`src/pio_map.vh`:
```
`ifndef PIO_MAP_VH
`define PIO_MAP_VH

// register addresses
`define PIO_ADDR_LAT0   8'h80
`define PIO_ADDR_LAT1   8'h90
`define PIO_ADDR_LAT2   8'ha0
`define PIO_ADDR_LAT3   8'hb0
`define PIO_ADDR_DRV0   8'ha4
`define PIO_ADDR_DRV1   8'ha5
`define PIO_ADDR_DRV2   8'ha6
`define PIO_ADDR_DRV3   8'ha7
`define PIO_ADDR_ADS1   8'had
`define PIO_ADDR_ADS2   8'hae
`define PIO_ADDR_RC2    8'he3
`define PIO_ADDR_RC3    8'he4

// page that holds the configuration registers
`define PIO_PAGE_CFG    8'h0f

// reset values
`define PIO_RST_LAT     8'hff
`define PIO_RST_DRV     8'h00
`define PIO_RST_ADS     8'hff
`define PIO_RST_RC      8'h00

// writable bits of the routing registers
`define PIO_RC2_WMASK   8'hdc
`define PIO_RC3_WMASK   8'h8f

// routing_control_two fields
`define PIO_RC2_PUOFF   7
`define PIO_RC2_ROUTE   6
`define PIO_RC2_T4CAP   4
`define PIO_RC2_T4CNT   3
`define PIO_RC2_UART2   2

// routing_control_three fields
`define PIO_RC3_CANPP   7
`define PIO_RC3_CMP2    3
`define PIO_RC3_CONV    2
`define PIO_RC3_T3CAP   1
`define PIO_RC3_T3CNT   0

`endif

```
`src/pio_pin.v`:
```
`timescale 1ns/1ns
`default_nettype none

module pio_pin (
  // clock and reset
  input  wire core_clk,
  input  wire nrst,
  // configuration
  input  wire latch_bit,
  input  wire push_pull,
  input  wire digital,
  input  wire route_on,
  input  wire pu_global_off,
  // peripheral override
  input  wire periph_sel,
  input  wire periph_val,
  input  wire periph_od,
  input  wire can_pin,
  input  wire can_pp,
  // pad
  input  wire pad_in,
  output reg  pad_out,
  output reg  pad_oe,
  output reg  pad_pu,
  // synchronised level for reads
  output wire level
);

  reg  sync1_q;
  reg  sync2_q;
  wire drv_val;
  wire drv_push;
  wire oe_d;

  // peripheral value wins only while the matrix is on
  assign drv_val  = (route_on & periph_sel) ? periph_val : latch_bit;
  // forced open-drain pins ignore the mode bit
  assign drv_push = (route_on & periph_sel & can_pin) ? can_pp :
                    (push_pull & ~(route_on & periph_sel & periph_od));
  // with the matrix on, low always driven, high only in push-pull; analog pins too
  assign oe_d = route_on & (~drv_val | drv_push);
  // analog pins read 0, digital pins read the pad
  assign level = digital & sync2_q;

  always @(posedge core_clk)
  begin
    if (!nrst)
    begin
      sync1_q <= 1'b1;
      sync2_q <= 1'b1;
      pad_out <= 1'b1;
      pad_oe  <= 1'b0;
      pad_pu  <= 1'b1;
    end
    else
    begin
      sync1_q <= pad_in;
      sync2_q <= sync1_q;
      pad_out <= drv_val;
      pad_oe  <= oe_d;
      // pull-up off when globally off, analog, or driving low
      pad_pu  <= ~pu_global_off & digital & ~(oe_d & ~drv_val);
    end
  end

endmodule

`default_nettype wire

```
`src/pio_top.v`:
```
`timescale 1ns/1ns
`default_nettype none
`include "pio_map.vh"

module pio_top (
  // clock and reset
  input  wire        core_clk,
  input  wire        nrst,
  // byte register access
  input  wire [7:0]  sfr_addr,
  input  wire [7:0]  sfr_page,
  input  wire        sfr_wr,
  input  wire        sfr_rd,
  input  wire        sfr_rmw,
  input  wire [7:0]  sfr_wdata,
  output reg  [7:0]  sfr_rdata,
  output reg         sfr_hit,
  // bit access to the data registers
  input  wire [7:0]  bit_addr,
  input  wire        bit_wr,
  input  wire        bit_rd,
  input  wire        bit_wdata,
  output reg         bit_rdata,
  output reg         bit_hit,
  // per-pin assignment from the priority matrix
  input  wire [31:0] periph_sel,
  input  wire [31:0] periph_val,
  input  wire [31:0] periph_od,
  input  wire [31:0] can_tx_pin,
  // routing enables toward peripherals and the matrix
  output wire        route_matrix_on,
  output wire        pullup_global_off,
  output wire        tmr4_capture_in_route,
  output wire        tmr4_count_in_route,
  output wire        second_uart_route,
  output wire        can_tx_drive_select,
  output wire        cmp2_out_route,
  output wire        slow_conv_start_route,
  output wire        tmr3_capture_in_route,
  output wire        tmr3_count_in_route,
  output wire [7:0]  slow_conv_analog_in,
  // pads of ports 0 to 3
  input  wire [31:0] pin_in,
  output wire [31:0] pin_out,
  output wire [31:0] pin_oe,
  output wire [31:0] pin_pu
);

  // register state
  reg  [31:0] lat_q;
  reg  [31:0] lat_d;
  reg  [31:0] drv_q;
  reg  [31:0] drv_d;
  reg  [7:0]  ads1_q;
  reg  [7:0]  ads1_d;
  reg  [7:0]  ads2_q;
  reg  [7:0]  ads2_d;
  reg  [7:0]  rc2_q;
  reg  [7:0]  rc2_d;
  reg  [7:0]  rc3_q;
  reg  [7:0]  rc3_d;
  reg  [7:0]  skip_q;

  // decode
  reg  [3:0]  sel;
  reg         sel_ok;
  wire        cfg_page;
  wire [31:0] digital;
  wire [31:0] level;
  wire        bit_ok;
  wire [4:0]  bit_idx;
  reg  [7:0]  rd_byte;

  localparam [3:0] SEL_LAT0 = 4'h0;
  localparam [3:0] SEL_LAT1 = 4'h1;
  localparam [3:0] SEL_LAT2 = 4'h2;
  localparam [3:0] SEL_LAT3 = 4'h3;
  localparam [3:0] SEL_DRV0 = 4'h4;
  localparam [3:0] SEL_DRV1 = 4'h5;
  localparam [3:0] SEL_DRV2 = 4'h6;
  localparam [3:0] SEL_DRV3 = 4'h7;
  localparam [3:0] SEL_ADS1 = 4'h8;
  localparam [3:0] SEL_ADS2 = 4'h9;
  localparam [3:0] SEL_RC2  = 4'ha;
  localparam [3:0] SEL_RC3  = 4'hb;

  assign cfg_page = (sfr_page == `PIO_PAGE_CFG);

  // ports 0 and 3 have no analog mode
  assign digital = {8'hff, ads2_q, ads1_q, 8'hff};

  // bit addresses 0x80..0x87, 0x90..0x97, 0xa0..0xa7 and 0xb0..0xb7 map onto the four data registers
  assign bit_ok  = bit_addr[7] & ~bit_addr[6] & ~bit_addr[3];
  assign bit_idx = {bit_addr[5:4], bit_addr[2:0]};

  // field outputs straight from the routing registers
  assign pullup_global_off     = rc2_q[`PIO_RC2_PUOFF];
  assign route_matrix_on       = rc2_q[`PIO_RC2_ROUTE];
  assign tmr4_capture_in_route = rc2_q[`PIO_RC2_T4CAP];
  assign tmr4_count_in_route   = rc2_q[`PIO_RC2_T4CNT];
  assign second_uart_route     = rc2_q[`PIO_RC2_UART2];
  assign can_tx_drive_select   = rc3_q[`PIO_RC3_CANPP];
  assign cmp2_out_route        = rc3_q[`PIO_RC3_CMP2];
  assign slow_conv_start_route = rc3_q[`PIO_RC3_CONV];
  assign tmr3_capture_in_route = rc3_q[`PIO_RC3_T3CAP];
  assign tmr3_count_in_route   = rc3_q[`PIO_RC3_T3CNT];

  // analog port 1 pins are withheld from peripheral assignment
  assign slow_conv_analog_in = skip_q;

  // address decode: data registers on any page, the rest on page f only
  always @*
  begin
    sel    = SEL_LAT0;
    sel_ok = 1'b1;
    case (sfr_addr)
      `PIO_ADDR_LAT0: sel = SEL_LAT0;
      `PIO_ADDR_LAT1: sel = SEL_LAT1;
      `PIO_ADDR_LAT2: sel = SEL_LAT2;
      `PIO_ADDR_LAT3: sel = SEL_LAT3;
      `PIO_ADDR_DRV0:
      begin
        sel    = SEL_DRV0;
        sel_ok = cfg_page;
      end
      `PIO_ADDR_DRV1:
      begin
        sel    = SEL_DRV1;
        sel_ok = cfg_page;
      end
      `PIO_ADDR_DRV2:
      begin
        sel    = SEL_DRV2;
        sel_ok = cfg_page;
      end
      `PIO_ADDR_DRV3:
      begin
        sel    = SEL_DRV3;
        sel_ok = cfg_page;
      end
      `PIO_ADDR_ADS1:
      begin
        sel    = SEL_ADS1;
        sel_ok = cfg_page;
      end
      `PIO_ADDR_ADS2:
      begin
        sel    = SEL_ADS2;
        sel_ok = cfg_page;
      end
      `PIO_ADDR_RC2:
      begin
        sel    = SEL_RC2;
        sel_ok = cfg_page;
      end
      `PIO_ADDR_RC3:
      begin
        sel    = SEL_RC3;
        sel_ok = cfg_page;
      end
      default:
      begin
        sel    = SEL_LAT0;
        sel_ok = 1'b0;
      end
    endcase
  end

  // next register values from byte and bit writes
  always @*
  begin
    lat_d  = lat_q;
    drv_d  = drv_q;
    ads1_d = ads1_q;
    ads2_d = ads2_q;
    rc2_d  = rc2_q;
    rc3_d  = rc3_q;
    if (sfr_wr && sel_ok)
    begin
      case (sel)
        SEL_LAT0: lat_d[7:0]   = sfr_wdata;
        SEL_LAT1: lat_d[15:8]  = sfr_wdata;
        SEL_LAT2: lat_d[23:16] = sfr_wdata;
        SEL_LAT3: lat_d[31:24] = sfr_wdata;
        SEL_DRV0: drv_d[7:0]   = sfr_wdata;
        SEL_DRV1: drv_d[15:8]  = sfr_wdata;
        SEL_DRV2: drv_d[23:16] = sfr_wdata;
        SEL_DRV3: drv_d[31:24] = sfr_wdata;
        SEL_ADS1: ads1_d       = sfr_wdata;
        SEL_ADS2: ads2_d       = sfr_wdata;
        // unused and reserved bits are not stored
        SEL_RC2:  rc2_d = sfr_wdata & `PIO_RC2_WMASK;
        SEL_RC3:  rc3_d = sfr_wdata & `PIO_RC3_WMASK;
        default:  lat_d = lat_q;
      endcase
    end
    // a bit write in the same cycle lands after the byte write
    if (bit_wr && bit_ok)
    begin
      lat_d[bit_idx] = bit_wdata;
    end
  end

  // byte read source; rmw read phase sees the latch, else the pins
  always @*
  begin
    rd_byte = 8'h00;
    case (sel)
      SEL_LAT0: rd_byte = sfr_rmw ? lat_q[7:0]   : level[7:0];
      SEL_LAT1: rd_byte = sfr_rmw ? lat_q[15:8]  : level[15:8];
      SEL_LAT2: rd_byte = sfr_rmw ? lat_q[23:16] : level[23:16];
      SEL_LAT3: rd_byte = sfr_rmw ? lat_q[31:24] : level[31:24];
      SEL_DRV0: rd_byte = drv_q[7:0];
      SEL_DRV1: rd_byte = drv_q[15:8];
      SEL_DRV2: rd_byte = drv_q[23:16];
      SEL_DRV3: rd_byte = drv_q[31:24];
      SEL_ADS1: rd_byte = ads1_q;
      SEL_ADS2: rd_byte = ads2_q;
      SEL_RC2:  rd_byte = rc2_q;
      SEL_RC3:  rd_byte = rc3_q;
      default:  rd_byte = 8'h00;
    endcase
    if (!sel_ok)
    begin
      rd_byte = 8'h00;
    end
  end

  // registers
  always @(posedge core_clk)
  begin
    if (!nrst)
    begin
      lat_q  <= {4{`PIO_RST_LAT}};
      drv_q  <= {4{`PIO_RST_DRV}};
      ads1_q <= `PIO_RST_ADS;
      ads2_q <= `PIO_RST_ADS;
      // matrix starts off, so pins start as inputs
      rc2_q  <= `PIO_RST_RC;
      rc3_q  <= `PIO_RST_RC;
    end
    else
    begin
      lat_q  <= lat_d;
      drv_q  <= drv_d;
      ads1_q <= ads1_d;
      ads2_q <= ads2_d;
      rc2_q  <= rc2_d;
      rc3_q  <= rc3_d;
    end
  end

  // read answers, one cycle after the strobe
  always @(posedge core_clk)
  begin
    if (!nrst)
    begin
      sfr_rdata <= 8'h00;
      sfr_hit   <= 1'b0;
      bit_rdata <= 1'b0;
      bit_hit   <= 1'b0;
    end
    else
    begin
      sfr_hit <= (sfr_rd | sfr_wr) & sel_ok;
      if (sfr_rd)
      begin
        sfr_rdata <= rd_byte;
      end
      bit_hit <= (bit_rd | bit_wr) & bit_ok;
      if (bit_rd)
      begin
        // bit reads are rmw-style only when flagged
        bit_rdata <= bit_ok & (sfr_rmw ? lat_q[bit_idx] : level[bit_idx]);
      end
    end
  end

  // skip mask kept in a flop so the matrix never sees a glitch
  always @(posedge core_clk)
  begin
    if (!nrst)
    begin
      skip_q <= 8'h00;
    end
    else
    begin
      skip_q <= ~ads1_d;
    end
  end

  // one pad cell per pin of ports 0 to 3
  genvar g;
  generate
    for (g = 0; g < 32; g = g + 1)
    begin : g_pin
      pio_pin u_pin (
        .core_clk      (core_clk),
        .nrst          (nrst),
        .latch_bit     (lat_q[g]),
        .push_pull     (drv_q[g]),
        .digital       (digital[g]),
        .route_on      (rc2_q[`PIO_RC2_ROUTE]),
        .pu_global_off (rc2_q[`PIO_RC2_PUOFF]),
        .periph_sel    (periph_sel[g]),
        .periph_val    (periph_val[g]),
        .periph_od     (periph_od[g]),
        .can_pin       (can_tx_pin[g]),
        .can_pp        (rc3_q[`PIO_RC3_CANPP]),
        .pad_in        (pin_in[g]),
        .pad_out       (pin_out[g]),
        .pad_oe        (pin_oe[g]),
        .pad_pu        (pin_pu[g]),
        .level         (level[g])
      );
    end
  endgenerate

endmodule

`default_nettype wire

```
`config.mk`:
```
export PLATFORM = sky130hd
export DESIGN_NAME = pio_top
export DESIGN_NICKNAME = d
export VERILOG_FILES = /design/src/pio_pin.v /design/src/pio_top.v
export VERILOG_INCLUDE_DIRS = /design/src
export SDC_FILE = /design/constraint.sdc
export NUM_CORES = 1
export LEC_CHECK = 0
export BUFFER_PORTS_ARGS = -buffer_cell sky130_fd_sc_hd__buf_4
export CAP_MARGIN = 10
export CORE_MARGIN = 5
export CORE_UTILIZATION = 40
export CTS_BUF_LIST = sky130_fd_sc_hd__clkbuf_4 sky130_fd_sc_hd__clkbuf_8 sky130_fd_sc_hd__clkbuf_16
export DETAILED_ROUTE_END_ITERATION = 10
export PLACE_DENSITY = 0.6
export SLEW_MARGIN = 30
export SYNTH_ARGS = -nofsm -noshare
export SYNTH_HDL_FRONTEND = slang
export SYNTH_SLANG_ARGS = --single-unit
export TNS_END_PERCENT = 5
```
`constraint.sdc`:
```
create_clock -name core_clk -period 4.6 [get_ports core_clk]
set_clock_uncertainty 0.2 [all_clocks]
set_input_delay 0.46 -clock core_clk [delete_from_list [all_inputs] [get_ports core_clk]]
set_output_delay 0.46 -clock core_clk [all_outputs]
set_load 0.05 [all_outputs]
```
* Yosys cells after proc, flatten, opt, wreduce, memory -nomap -nowiden
Index checks and enable logic that the tools add are counted.
W data, S select, Z words.
** Word-level totals
- Flip-flop bits (word level) :: 269
- Bits in latches :: 0
- RAM bits :: 0
- Bits in read-only memories :: 0
- Input bits :: 200
- Memories :: 0
** Operators by class
- $add $sub $neg :: 0
- Multiply operators :: 0
- Divide/modulo/power cells :: 0
- Order comparisons :: 2
- Equal/unequal tests :: 24
- Shifts and indexed selects :: 0
- Muxes and demuxes :: 88
- Bitwise gates (word level) :: 395
- Reduce and logical (&&, ||, !) cells :: 13
** Operators with widths (number)
- $and A1 B1 Y1 :: 261
- $not A1 Y1 :: 99
- $eq A8 B8 Y1 const B :: 12
- $pmux W8 S12 :: 1
- $mux W8 :: 11
- $mux W1 :: 68
- $mux W32 :: 2
- $pmux W4 S11 :: 1
- $or A1 B1 Y1 :: 34
- $bwmux W32 :: 1
- $eq A4 B3 Y1 const B :: 4
- $eq A4 B4 Y1 const B :: 4
- $reduce_and A2 Y1 :: 7
- $bmux W1 S5 :: 2
- $eq A4 B2 Y1 const B :: 2
- $eq A8 B4 Y1 const B :: 1
- $not A8 Y8 :: 1
- $reduce_or A8 Y1 :: 1
- $lt A5 B6 Y1 const B :: 1
- $demux W1 S5 :: 1
- $ge A5 B1 Y1 const B :: 1
- $eq A4 B1 Y1 const B :: 1
- $logic_not A4 Y1 :: 1
- $reduce_or A4 Y1 :: 1
- 2 further kinds :: 4

* Logic depth before layout (Yosys ltp)
Gate-level depths: netlist (run 1).
- Depth after elaboration :: 10
- Depth in mapped cells :: 9

* Hierarchy
From an unflattened synthesis (run 1), not the netlist that was laid out.
** Unflattened totals
- Cell total of the unflattened synthesis :: 1382
- Area total of the unflattened synthesis :: 12628.4 um^2
** By module, submodules not included
- pio_top :: instances 1, cells an instance 710, area each 6662.6 um^2, seq. area each 2182.1 um^2
- pio_pin :: instances 32, cells an instance 21, area each 186.4 um^2, seq. area each 100.1 um^2

* Worst setup path before layout (run 1)
OpenSTA, ideal clock, no wires.
- Kind :: input-to-reg
- Start point :: input sfr_addr[2]
- End point :: register skip_q[5], in the netlist slow_conv_analog_in[5]
- Setup time :: 0.121 ns
- Arrival time :: 2.290 ns
- Slack :: 1.989 ns
- Cell stages on the path :: 9
- Path buffers :: 3
- Path through :: buf_4 and4bb_2 nor2b_4 a31oi_2 a21oi_4 o2111a_1 buf_6 buf_8 mux2_4
** On the way
- Cells in the longest elaborated chain, start to end :: 6
** RTL lines
- from (decl) :: RTL line pio_top.v:10 : input wire [7:0] sfr_addr,
- $eq A8 B8 Y1 :: RTL line pio_top.v:116 : case (sfr_addr)
- $pmux W4 S11, or another cell as far along :: RTL line pio_top.v:116
- $eq A4 B4 Y1 or $pmux W1 S2 (tied branches) :: RTL line pio_top.v:180, pio_top.v:116
- $mux W8 or $logic_and A1 B1 Y1 (tied branches) :: RTL line pio_top.v:180, pio_top.v:178
- $mux W8 * :: RTL line pio_top.v:178 : if (sfr_wr && sel_ok)
- $not A8 Y8 * :: RTL line pio_top.v:288 : skip_q <= ~ads1_d;
- to (signal assigned) :: RTL line pio_top.v:288
- to (decl) :: RTL line pio_top.v:62 : reg [7:0] skip_q;
Every way passes the cells marked *; elsewhere a longest branch is shown, timed or not.
A chain may end at the register's enable or synchronous reset.

* Worst setup path in the final report (run 1)
- Start point :: input sfr_addr[1]
- End point :: register skip_q[4], in the netlist slow_conv_analog_in[4]
The elaborated chain is that of the path after synthesis.

==> summary.md, run 1 <==
| Metric | Value |
|---|---|
| Status | finished clean |
| Minimum clock period after layout | around 3.1 ns |
| Sw frac | between 20% and 30% |
| DP Area | 0.01514 mm² |
| Asr flop ratio synth | 0% |
| Port bufs | approximately 320 |
| Die Y | 191.3 µm |
| Synthesized Nets | 1715 |
| First-pass GRT wire length | roughly 76000 µm |
| Final setup fails | 0 |
| FF/Latch Area | 0.005389 mm² |
| Num Clock Sinks | between 200 and 300 |
| PwrDens | slightly above 300 mW/mm² |
| Nets | around 2k |
| Area growth, synth to finish | 33.69% |
| IO Pins | ~330 |
| Final antenna-violating net count | 0 |
| Period Utilization, post-route | 67.98% |
| Post-CTS Resized | 0 |
| P_leak | around 7.5 nW |
| Area of the multi-input gates | ~0.0067 mm² |
| Critical Path Source Type | primary input |
| EDFF count, synth | 0 |
| Slew Viols, Final | 0 |
| Routed wire length | 51920 µm |
| Clk_lat worst skew | ~0.57 ns |
| NetSw | around 1.3 mW |
| RSZ-0062 raised after global routing | false |
| Vias per cell | between 5 and 6 |
| Rel. slew slack | between 40% and 50% |
| Synth area leaders | dfxtp_1 41%, mux2i_1 9.7%, nand2_1 8.1%, buf_4 5.5%, nand2b_1 4.0% |
| Avg Inst Size Synth | 8.679 µm² |
| Largest net degree at the start of global routing | 80 |
| Final Instance Area | 0.01758 mm² |
| Yosys top cell area share | 40.96% |
| CTS tree | built |
| Place WS | 0.9284 ns |
| HP Class | primary input to flip-flop |
| Clk slew on worst S/H paths | 0.06 ns |
| Area of the mapped netlist | 0.01315 mm² |
| Final Worst Setup Slack | roughly 1.5 ns |
| Layout cells sized above 1 | approximately a quarter |
| Comb pwr share | under 10% |
| DP HPWL | around 38000 µm |
| Max-Cap Viols | 0 |
| Drt wl/cell | 22.56 µm |
| Filler cells | roughly 3k |
| Most used flip-flop cell after synthesis | dfxtp_1 |
| Gr usage total | a little over a quarter |
| Post-synth top area cell | dfxtp_1 |
| Number of global-route vias before repair | about 12k |
| Worst-Margin Slew | ~0.81 ns |
| H-tree depth | 1 |
| WHS Path Cells | 3 |
| Die Span X | ~190 µm |
| GRT overflow | 0 |
| Starting Density | between 40% and 50% |
| Crit end category | flip-flop |
| Sequential share of power | between 40% and 50% |
| Library cells used by synthesis | 73 |
| Yosys Warn Count | 0 |
| Clk pwr share | a little under half |
| Placement row count | 66 |
| VDD IR-drop max | around 270 µV |
| Internal power | about 4.1 mW |
| CP required | 4.85 ns |
| Crit path kind | primary input to flip-flop |
| Worst Reg-to-Reg Cells | 5 |
| Clock Tree Buf Depth | 3 |
| Total Negative Setup Slacks | 0 ns |
| Post-synthesis sequential area ratio | between 40% and 50% |
| DRC violations left | 0 |
| Gpl congestion | about 0.92 |
| Crit path arrival time | 3.38 ns |
| Fmax | ~320 MHz |
| Drt first-iter violations | 1231 |
| Die area | roughly 0.037 mm² |
| Diode count | 0 |
| Initial antenna violation count | 0 |
| CTS buffer count | 31 |
| Setup repair bufs after CTS | 0 |
| #FFs+latches synth | between 200 and 300 |
| Hold-fix buffers, CTS | 139 |
| Final Hold Vio Count | 0 |
| Crit Path Max Fanout | 28 |
| Core ar. | between 0.03 and 0.04 mm² |
| CTS root buf | clkbuf_16 |
| Total number of vias | 12.55k |
| Syn Inst Count | roughly 1.5k |
| Design Power | approximately 5.4 mW |
| WHS | ~0.013 ns |
| Drt first pass iters | 6 |
-- worst paths after layout --
check,slack [ns],to,from
setup reg to reg,1.57,g_pin[11].u_pin.pad_oe$_SDFF_PN0_,rc2_q[6]$_SDFFE_PN0P_
hold reg to reg,0.20,g_pin[14].u_pin.sync2_q$_SDFF_PN1_,g_pin[14].u_pin.sync1_q$_SDFF_PN1_
hold / removal,0.01,g_pin[21].u_pin.pad_oe$_SDFF_PN0_,can_tx_pin[21]
setup / recovery,1.47,slow_conv_analog_in[4]$_SDFF_PN0_,sfr_addr[1]
-- placed cells by master, fill, tap and decap left out, types with 8 or more instances in the layout --
master and instances:
o211ai_1 32, nor2b_1 45, clkbuf_4 8, nor3_1 11, mux4_2 11, and3_1 34, nand3b_1 21, dfxtp_1 268
nand2b_1 84, clkbuf_16 31, o21ai_0 84, dlygate4sd3_1 139, a22oi_1 8, nor2_1 39, a31oi_1 18, mux2i_1 128
a21oi_1 44, mux2_2 17, buf_4 334, nand3_1 91, nand2_1 283
-- cell families (layout without fill, tap and decap cells) --
kind of cell / count (synthesis) / count (layout) / share of synthesized area (%)
and+or+nand+nor: 650 / 650 / 24.71
DFF: 269 / 269 / 40.96
AOI/OAI and AO/OA: 251 / 251 / 12.64
buffers and inverters: 187 / 532 / 8.383
muxes: 158 / 158 / 13.31
-- power groups by stage --
stage	clock network, mW	logic, mW	registers [mW]
after detailed placement	0	0.443	2.42
after floorplan	0	0.201	2.42
after CTS	2.58	0.510	2.37
after global placement	0	0.440	2.42
final	2.53	0.514	2.37
after global routing	2.67	0.549	2.37
-- through the flow --
stage / util, % / cells
finish: 54.03 / 2302
detailed placement: 46.52 / 2109
global route: 54.03 / 2302
floorplan: - / 1515
global placement: 46.52 / 2109
CTS: 54.02 / 2302
-- cells in the mapped netlist, drive strengths merged (15+ instances only) --
cell / number
clkbuf: 69
and3: 34
o211ai: 33
o21ai: 86
nand3b: 21
nor2: 40
nand2b: 84
a31oi: 19
mux2i: 128
dfxtp: 269
buf: 114
a21oi: 45
nand3: 92
nand2: 283
mux2: 19
nor2b: 46
nor3: 15
-- critical path, stage by stage --
cell and delay [ns]:
buf_4 0.30, nor2b_1 0.66, a31oi_2 0.29, a21oi_4 0.44
o2111a_1 0.79, mux2_2 0.41
-- sequential cells by signal (all words and copies together) (netlist names) --
register	flops
g_pin.u_pin.sync2_q	32
rc3_q	5
lat_q	32
rc2_q	5
g_pin.u_pin.sync1_q	32
ads1_q	8
ads2_q	8
slow_conv_analog_in	8
g_pin.u_pin.pad_oe	32
sfr_rdata	8
g_pin.u_pin.pad_pu	32
g_pin.u_pin.pad_out	32
drv_q	32
sfr_hit	1
bit_rdata	1
bit_hit	1
-- final cells by class --
class                   instances  share of cell area [%]
clock inverters                 9                  0.7403
clock buffers                  45                   5.225
inverters                       4                 0.08542
flip-flops and latches        269                   30.66
multi-input cells            1059                   37.90
repair buffers                474                   22.24
well taps                     442                   3.146
-- routing by layer --
metal | vias up | part of all wire, % | global-route usage (%)
met5 | - | 0 | 0
met4 | 0 | 4.1 | 9.834
met3 | 109 | 8.1 | 3.835
met2 | 614 | 46 | 45.46
met1 | 5961 | 42 | 36.04
li1 | 5869 | - | -
(Power assumes the default switching activity.)
==> run 2: changes to the inputs <==
- clock period: 4.6 -> 3 ns (I/O delays scaled with it)
==> run 2 against run 1 <==
Compared with the run above: count of clock-buffer cells in the layout down 6; wire length up 4.4%; die area unchanged; worst hold slack better by 0.025 ns; final area up 8.3%; largest cell class unchanged; combinational power up 74%; sequential share of layout area down 2.3 points; global-route usage up 1.1 points; register-to-register slack worse by 1.5 ns; cell count up 6.3%; setup slack worse by 1.4 ns.
==> summary.md, run 2 (synthesis results as in run 1) <==
| Metric | Value |
|---|---|
| Minimum clock period after layout | just under 3 ns |
| CTS root buf | clkbuf_16 |
| Critical Path Source Type | flip-flop |
| Num Clock Sinks | 269 (unchanged) |
| Most frequent cells in the layout | 351 x buf_4, 283 x nand2_1, 268 x dfxtp_1 |
| Die Y | 191.3 µm (unchanged) |
| First-pass GRT wire length | 80030 µm (+5.0%) |
| Final setup fails | 0 (unchanged) |
| Die area | 0.03660 mm² (unchanged) |
| Die Span X | 191.3 µm (unchanged) |
| Final antenna-violating net count | 0 (unchanged) |
| Crit path kind | flip-flop to flip-flop |
| HP Class | primary input to flip-flop |
| Status | finished clean |
| CTS tree | built |
| Diode count | 0 (unchanged) |
| Post-CTS Resized | 0 (unchanged) |
| Number of global-route vias before repair | 13.25k (+8.4%) |
| Most common cell after layout, fill and taps aside | buf_4 |
| GRT overflow | 0 (unchanged) |
| Core ar. | 0.03254 mm² (unchanged) |
| Clock Tree Buf Depth | 3 (unchanged) |
| Largest net degree at the start of global routing | 136 (+70%) |
| Clk_lat worst skew | 0.57 ns (about the same) |
| Vias per cell | 5.463 (+0.19%) |
| Initial antenna violation count | 1 (+1) |
| Slew Viols, Final | 0 (unchanged) |
| PwrDens | 443.9 mW/mm² (+44%) |
| Drt wl/cell | 22.14 µm (-1.8%) |
| Crit end category | flip-flop |
| Port bufs | 324 (unchanged) |
| Setup repair bufs after CTS | 0 (unchanged) |
| Rel. slew slack | 44.02% (-2.0 points) |
| H-tree depth | 1 (unchanged) |
| Drt first pass iters | 5 (-1) |
| Gpl congestion | 0.9802 (+6.1%) |
| DP HPWL | 38310 µm (-0.48%) |
| CTS buffer count | 30 (-3.2%) |
| Period Utilization, post-route | a little over nine tenths |
| VDD IR-drop max | 456.0 µV (+67%) |
| Placement row count | 66 (unchanged) |
| Routed wire length | 54200 µm (+4.4%) |
| Crit path arrival time | 3.20 ns (-0.18 ns) |
| DRC violations left | 0 (unchanged) |
| CP required | 3.31 ns (-1.54 ns) |
| Starting Density | 40.41% (unchanged) |
| Final Hold Vio Count | 0 (unchanged) |
| Drt first-iter violations | 1242 (+0.89%) |
| RSZ-0062 raised after global routing | false |
| Layout cells sized above 1 | 23.03% (-0.68 points) |
| Total number of vias | 13.37k (+6.5%) |
| Clk slew on worst S/H paths | 0.06 ns (about the same) |
| Area growth, synth to finish | 44.73% |
| Crit Path Max Fanout | 56 (+100%) |
| Worst-Margin Slew | 0.8185 ns (+0.009044 ns) |
| Gr usage total | 28.34% (+1.1 points) |
| Hold-fix buffers, CTS | 264 (+90%) |
| Nets | 2183 (+7.1%) |
| WHS | 0.03797 ns (+0.02546 ns) |
| P_leak | 8.165 nW (+8.3%) |
| IO Pins | 325 (unchanged) |
| Total Negative Setup Slacks | 0 ns (unchanged) |
| Fmax | approximately 350 MHz |
| Max-Cap Viols | 0 (unchanged) |
-- run 2: where the power goes --
part	total, mW	switching, mW	internal [mW]
combinational	0.894	0.435	0.459
clock	3.92	1.56	2.36
sequential	3.64	0.0224	3.62
-- run 2: worst max-delay path: stages (launching register included) --
cell and delay [ns]:
dfxtp_4 0.73, and2_1 0.22, buf_4 0.26, a31oi_1 0.11
dlygate4sd3_1 0.57, a21oi_1 0.13, dlygate4sd3_1 0.57
-- run 2: area by class of cell --
| class | instances | area [µm²] |
|---|---|---|
| well taps | 442 | 553.0 |
| flip-flops and latches | 269 | 5389 |
| multi-input cells | 1059 | 6661 |
| clock buffers | 39 | 855.8 |
| repair buffers | 619 | 5349 |
| clock inverters | 16 | 207.7 |
| fillers | 2796 | 13510 |
| inverters | 4 | 15.01 |
-- run 2: layer usage --
layer | up-vias | GRT usage, % | share of wire (%)
li1 | 6166 | - | -
met1 | 6373 | 36.95 | 41
met5 | - | 0 | 0
met4 | 0 | 11.24 | 4.6
met2 | 691 | 46.98 | 46
met3 | 144 | 4.620 | 8.6
-- run 2: final timing paths --
| kind | startpoint | to | slack (ns) | cells after the start |
|---|---|---|---|---|
| max | rc2_q[6]$_SDFFE_PN0P_ | g_pin[12].u_pin.pad_oe$_SDFF_PN0_ | 0.11 | 6 |
| min | bit_addr[5] | lat_q[0]$_SDFF_PN1_ | 0.04 | 4 |
| max reg2reg | rc2_q[6]$_SDFFE_PN0P_ | g_pin[12].u_pin.pad_oe$_SDFF_PN0_ | 0.11 | 6 |
| min reg2reg | g_pin[1].u_pin.sync1_q$_SDFF_PN1_ | g_pin[1].u_pin.sync2_q$_SDFF_PN1_ | 0.21 | 1 |
-- run 2: metrics by stage --
stage               setup slack [ns]  total power, mW  cells  util [%]  cell area (µm²)
finish                        0.1051            8.448   2448     58.49            19030
global route                 0.02045            8.720   2448     58.49            19030
CTS                           0.1884            8.497   2448     58.49            19030
detailed placement            0.2857            4.399   2129     47.10            15320
global placement              0.2828            4.397   2129     47.10            15320
floorplan                     0.5489            4.023   1515         -            13150
==> run 3: changes to the inputs <==
- CAP_MARGIN: 10 -> unset
- REMOVE_ABC_BUFFERS: unset -> 1
==> run 3 against run 2 <==
Compared with the run above: maximum frequency increased by 1.8%; combinational power down 1%; setup slack better by 0.051 ns; wire length shrank 6.0%; worst hold slack improved by 0.019 ns.
==> summary.md, run 3 (synthesis results as in run 1) <==
| Metric | Value |
|---|---|
| Status | finished clean |
| Gr usage total | 26.60% (-1.7 points) |
| Die Span X | 191.3 µm (unchanged) |
| Drt wl/cell | 20.80 µm (-6.1%) |
| Starting Density | 40.41% (unchanged) |
| Place WS | 0.3394 ns (+0.05367 ns) |
| WHS Path Cells | 4 (unchanged) |
| DP HPWL | 35640 µm (-7.0%) |
| Worst-Margin Slew | 0.7851 ns (-0.03345 ns) |
| First-pass GRT wire length | 76380 µm (-4.6%) |
| Worst Hold End | lat_q[0]$_SDFF_PN1_ |
| Clk_lat worst skew | 0.55 ns (-0.02 ns) |
| Vias per cell | 5.389 (-1.4%) |
| Design Power | 8.448 mW (about the same) |
| Worst R2R Start | rc2_q[6]$_SDFFE_PN0P_ |
| Post-layout util | 58.54% (about the same) |
| Critical path, cell by cell | and2_2, buf_4, a31oi_1, dlygate4sd3_1, a21oi_1, dlygate4sd3_1 |
| Drt first pass iters | 5 (unchanged) |
| HP Start | bit_addr[4] |
| Period Utilization, post-route | 94.80% (-1.7 points) |
| Worst path top cell family by delay | buffers and inverters |
| Max-Cap Viols | 0 (unchanged) |
| Gpl congestion | 0.9221 (-5.9%) |
| Most used cell, CP | dlygate4sd3_1 |
| Most frequent cells in the layout | 358 x buf_4, 283 x nand2_1, 268 x dfxtp_1 |
| Number of global-route vias before repair | 13.10k (-1.1%) |
| Critical path's slowest cell | dlygate4sd3_1 |
| Drt first-iter violations | 1078 (-13%) |
| Port bufs | 324 (unchanged) |
| Final Worst Setup Slack | 0.1560 ns (+0.05084 ns) |
| Sum of buffers and inverters on the critical path | 3 (unchanged) |
| Routed wire length | 50960 µm (-6.0%) |
| CTS buffer count | 31 (+3.3%) |
| Most common cell after layout, fill and taps aside | buf_4 |
| CTS tree | built |
| PwrDens | 443.5 mW/mm² (about the same) |
| DRC violations left | 0 (unchanged) |
| Worst Reg-to-Reg Cells | 6 (unchanged) |
| Die area | 0.03660 mm² (unchanged) |
| Filler cells | 2875 (+2.8%) |
| IO Pins | 325 (unchanged) |
| Non-filler cells, final | 2450 (+0.082%) |
| Nets | 2190 (+0.32%) |
| Crit path arrival time | 3.14 ns (-0.06 ns) |
| CP required | 3.30 ns (about the same) |
| Area growth, synth to finish | 44.86% (about the same) |
| Clk slew on worst S/H paths | 0.06 ns (about the same) |
| GRT overflow | 0 (unchanged) |
| Fmax | 351.6 MHz (+1.8%) |
| HP Class | primary input to flip-flop |
| Critical Path Source | rc2_q[6]$_SDFFE_PN0P_ |
| Final setup fails | 0 (unchanged) |
| Num Clock Sinks | 269 (unchanged) |
| Critical R2R Capture | g_pin[10].u_pin.pad_oe$_SDFF_PN0_ |
| Crit Path Max Fanout | 35 (-38%) |
| CTS root buf | clkbuf_16 |
| Largest net degree at the start of global routing | 115 (-15%) |
| Final antenna-violating net count | 0 (unchanged) |
| P_leak | 8.157 nW (about the same) |
| Initial antenna violation count | 2 (+1) |
| Core ar. | 0.03254 mm² (unchanged) |
| Rel. slew slack | 47.66% (+3.6 points) |
| Layout cells sized above 1 | 23.08% (+0.050 points) |
| Minimum clock period after layout | 2.844 ns (-0.05084 ns) |
| Final Hold Vio Count | 0 (unchanged) |
| Die Y | 191.3 µm (unchanged) |
| VDD IR-drop max | 414.7 µV (-9.0%) |
| Crit end category | flip-flop |
| Total number of vias | 13.20k (-1.3%) |
| Placement row count | 66 (unchanged) |
| Slew Viols, Final | 0 (unchanged) |
| FF-to-FF setup slack | 0.16 ns (+0.05 ns) |
| RSZ-0062 raised after global routing | false |
| Clock Tree Buf Depth | 3 (unchanged) |
| H-tree depth | 1 (unchanged) |
| Critical Path Source Type | flip-flop |
| Largest stage delay, worst path | 0.57 ns (-0.16 ns) |
| Dpl cells | 2135 (+0.28%) |
| Crit path kind | flip-flop to flip-flop |
==> run 3: cell types whose count changed in the layout (fill, tap and decap cells not counted), moves of 2 or more <==
cell       previous run  this run
clkinv_2              7         1
diode_2               0         2
clkbuf_16            30        32
buf_4               351       358
clkbuf_8              6         4
clkbuf_4              3         8
==> run 3: power by group <==
| part | internal [mW] | leakage, nW | total, mW | switching (mW) |
|---|---|---|---|---|
| logic | 0.465 | 5.45 | 0.884 | 0.419 |
| registers | 3.62 | 2.19 | 3.64 | 0.0222 |
| clock network | 2.43 | 0.520 | 3.92 | 1.49 |
==> run 3: how the worst max path moves through the flow <==
stage	slack, ns	to	depth (start not counted)
after CTS	0.02	g_pin[9].u_pin.pad_oe$_SDFF_PN0_	6
final	0.16	g_pin[10].u_pin.pad_oe$_SDFF_PN0_	6
after floorplan	-0.99	rc2_q[6]$_SDFFE_PN0P_	2
after global routing	0.03	g_pin[11].u_pin.pad_oe$_SDFF_PN0_	6
after detailed placement	0.34	slow_conv_analog_in[2]$_SDFF_PN0_	8
after global placement	0.37	slow_conv_analog_in[2]$_SDFF_PN0_	8
==> run 3: metal layers <==
| metal | vias to the layer above | global-route usage [%] | routed length (µm) |
|---|---|---|---|
| met5 | - | 0 | 0 |
| met4 | 0 | 7.403 | 1522 |
| met3 | 99 | 5.131 | 3957 |
| met2 | 586 | 44.86 | 24020 |
| met1 | 6353 | 34.85 | 21460 |
| li1 | 6164 | - | - |
==> run 3: repair_timing <==
| action | CTS | global route |
|---|---|---|
| buffers inserted | 0 | 0 |
| hold buffers | 264 | 0 |
| resized for setup | 0 | 1 |
| setup endpoints to repair | 0 | 4 |
| hold endpoints to repair | 206 | 0 |
==> run 3: area by class of cell <==
type                    instances  area [µm²]  area share (%)
multi-input cells            1059        6663           34.98
flip-flops and latches        269        5389           28.29
clock inverters                 5       125.1          0.6569
repair buffers                625        5381           28.25
well taps                     442       553.0           2.904
diodes                          2       5.005         0.02628
inverters                       4       15.01         0.07883
clock buffers                  44       915.9           4.809
==> run 3: stage by stage <==
| step | hold WS (ns) | TNS [ns] | area, µm² |
|---|---|---|---|
| floorplan | 0.1619 | -30.91 | 12060 |
| global placement | 0.1912 | 0 | 15360 |
| detailed placement | 0.1917 | 0 | 15360 |
| CTS | 0.02868 | 0 | 19040 |
| global route | 0.07818 | 0 | 19050 |
| finish | 0.05711 | 0 | 19050 |
==> run 3: worst min-delay path: stages <==
cell	delay, ns
buf_4	0.16
nor3_1	0.12
nand3_1	0.10
nand3_1	0.08
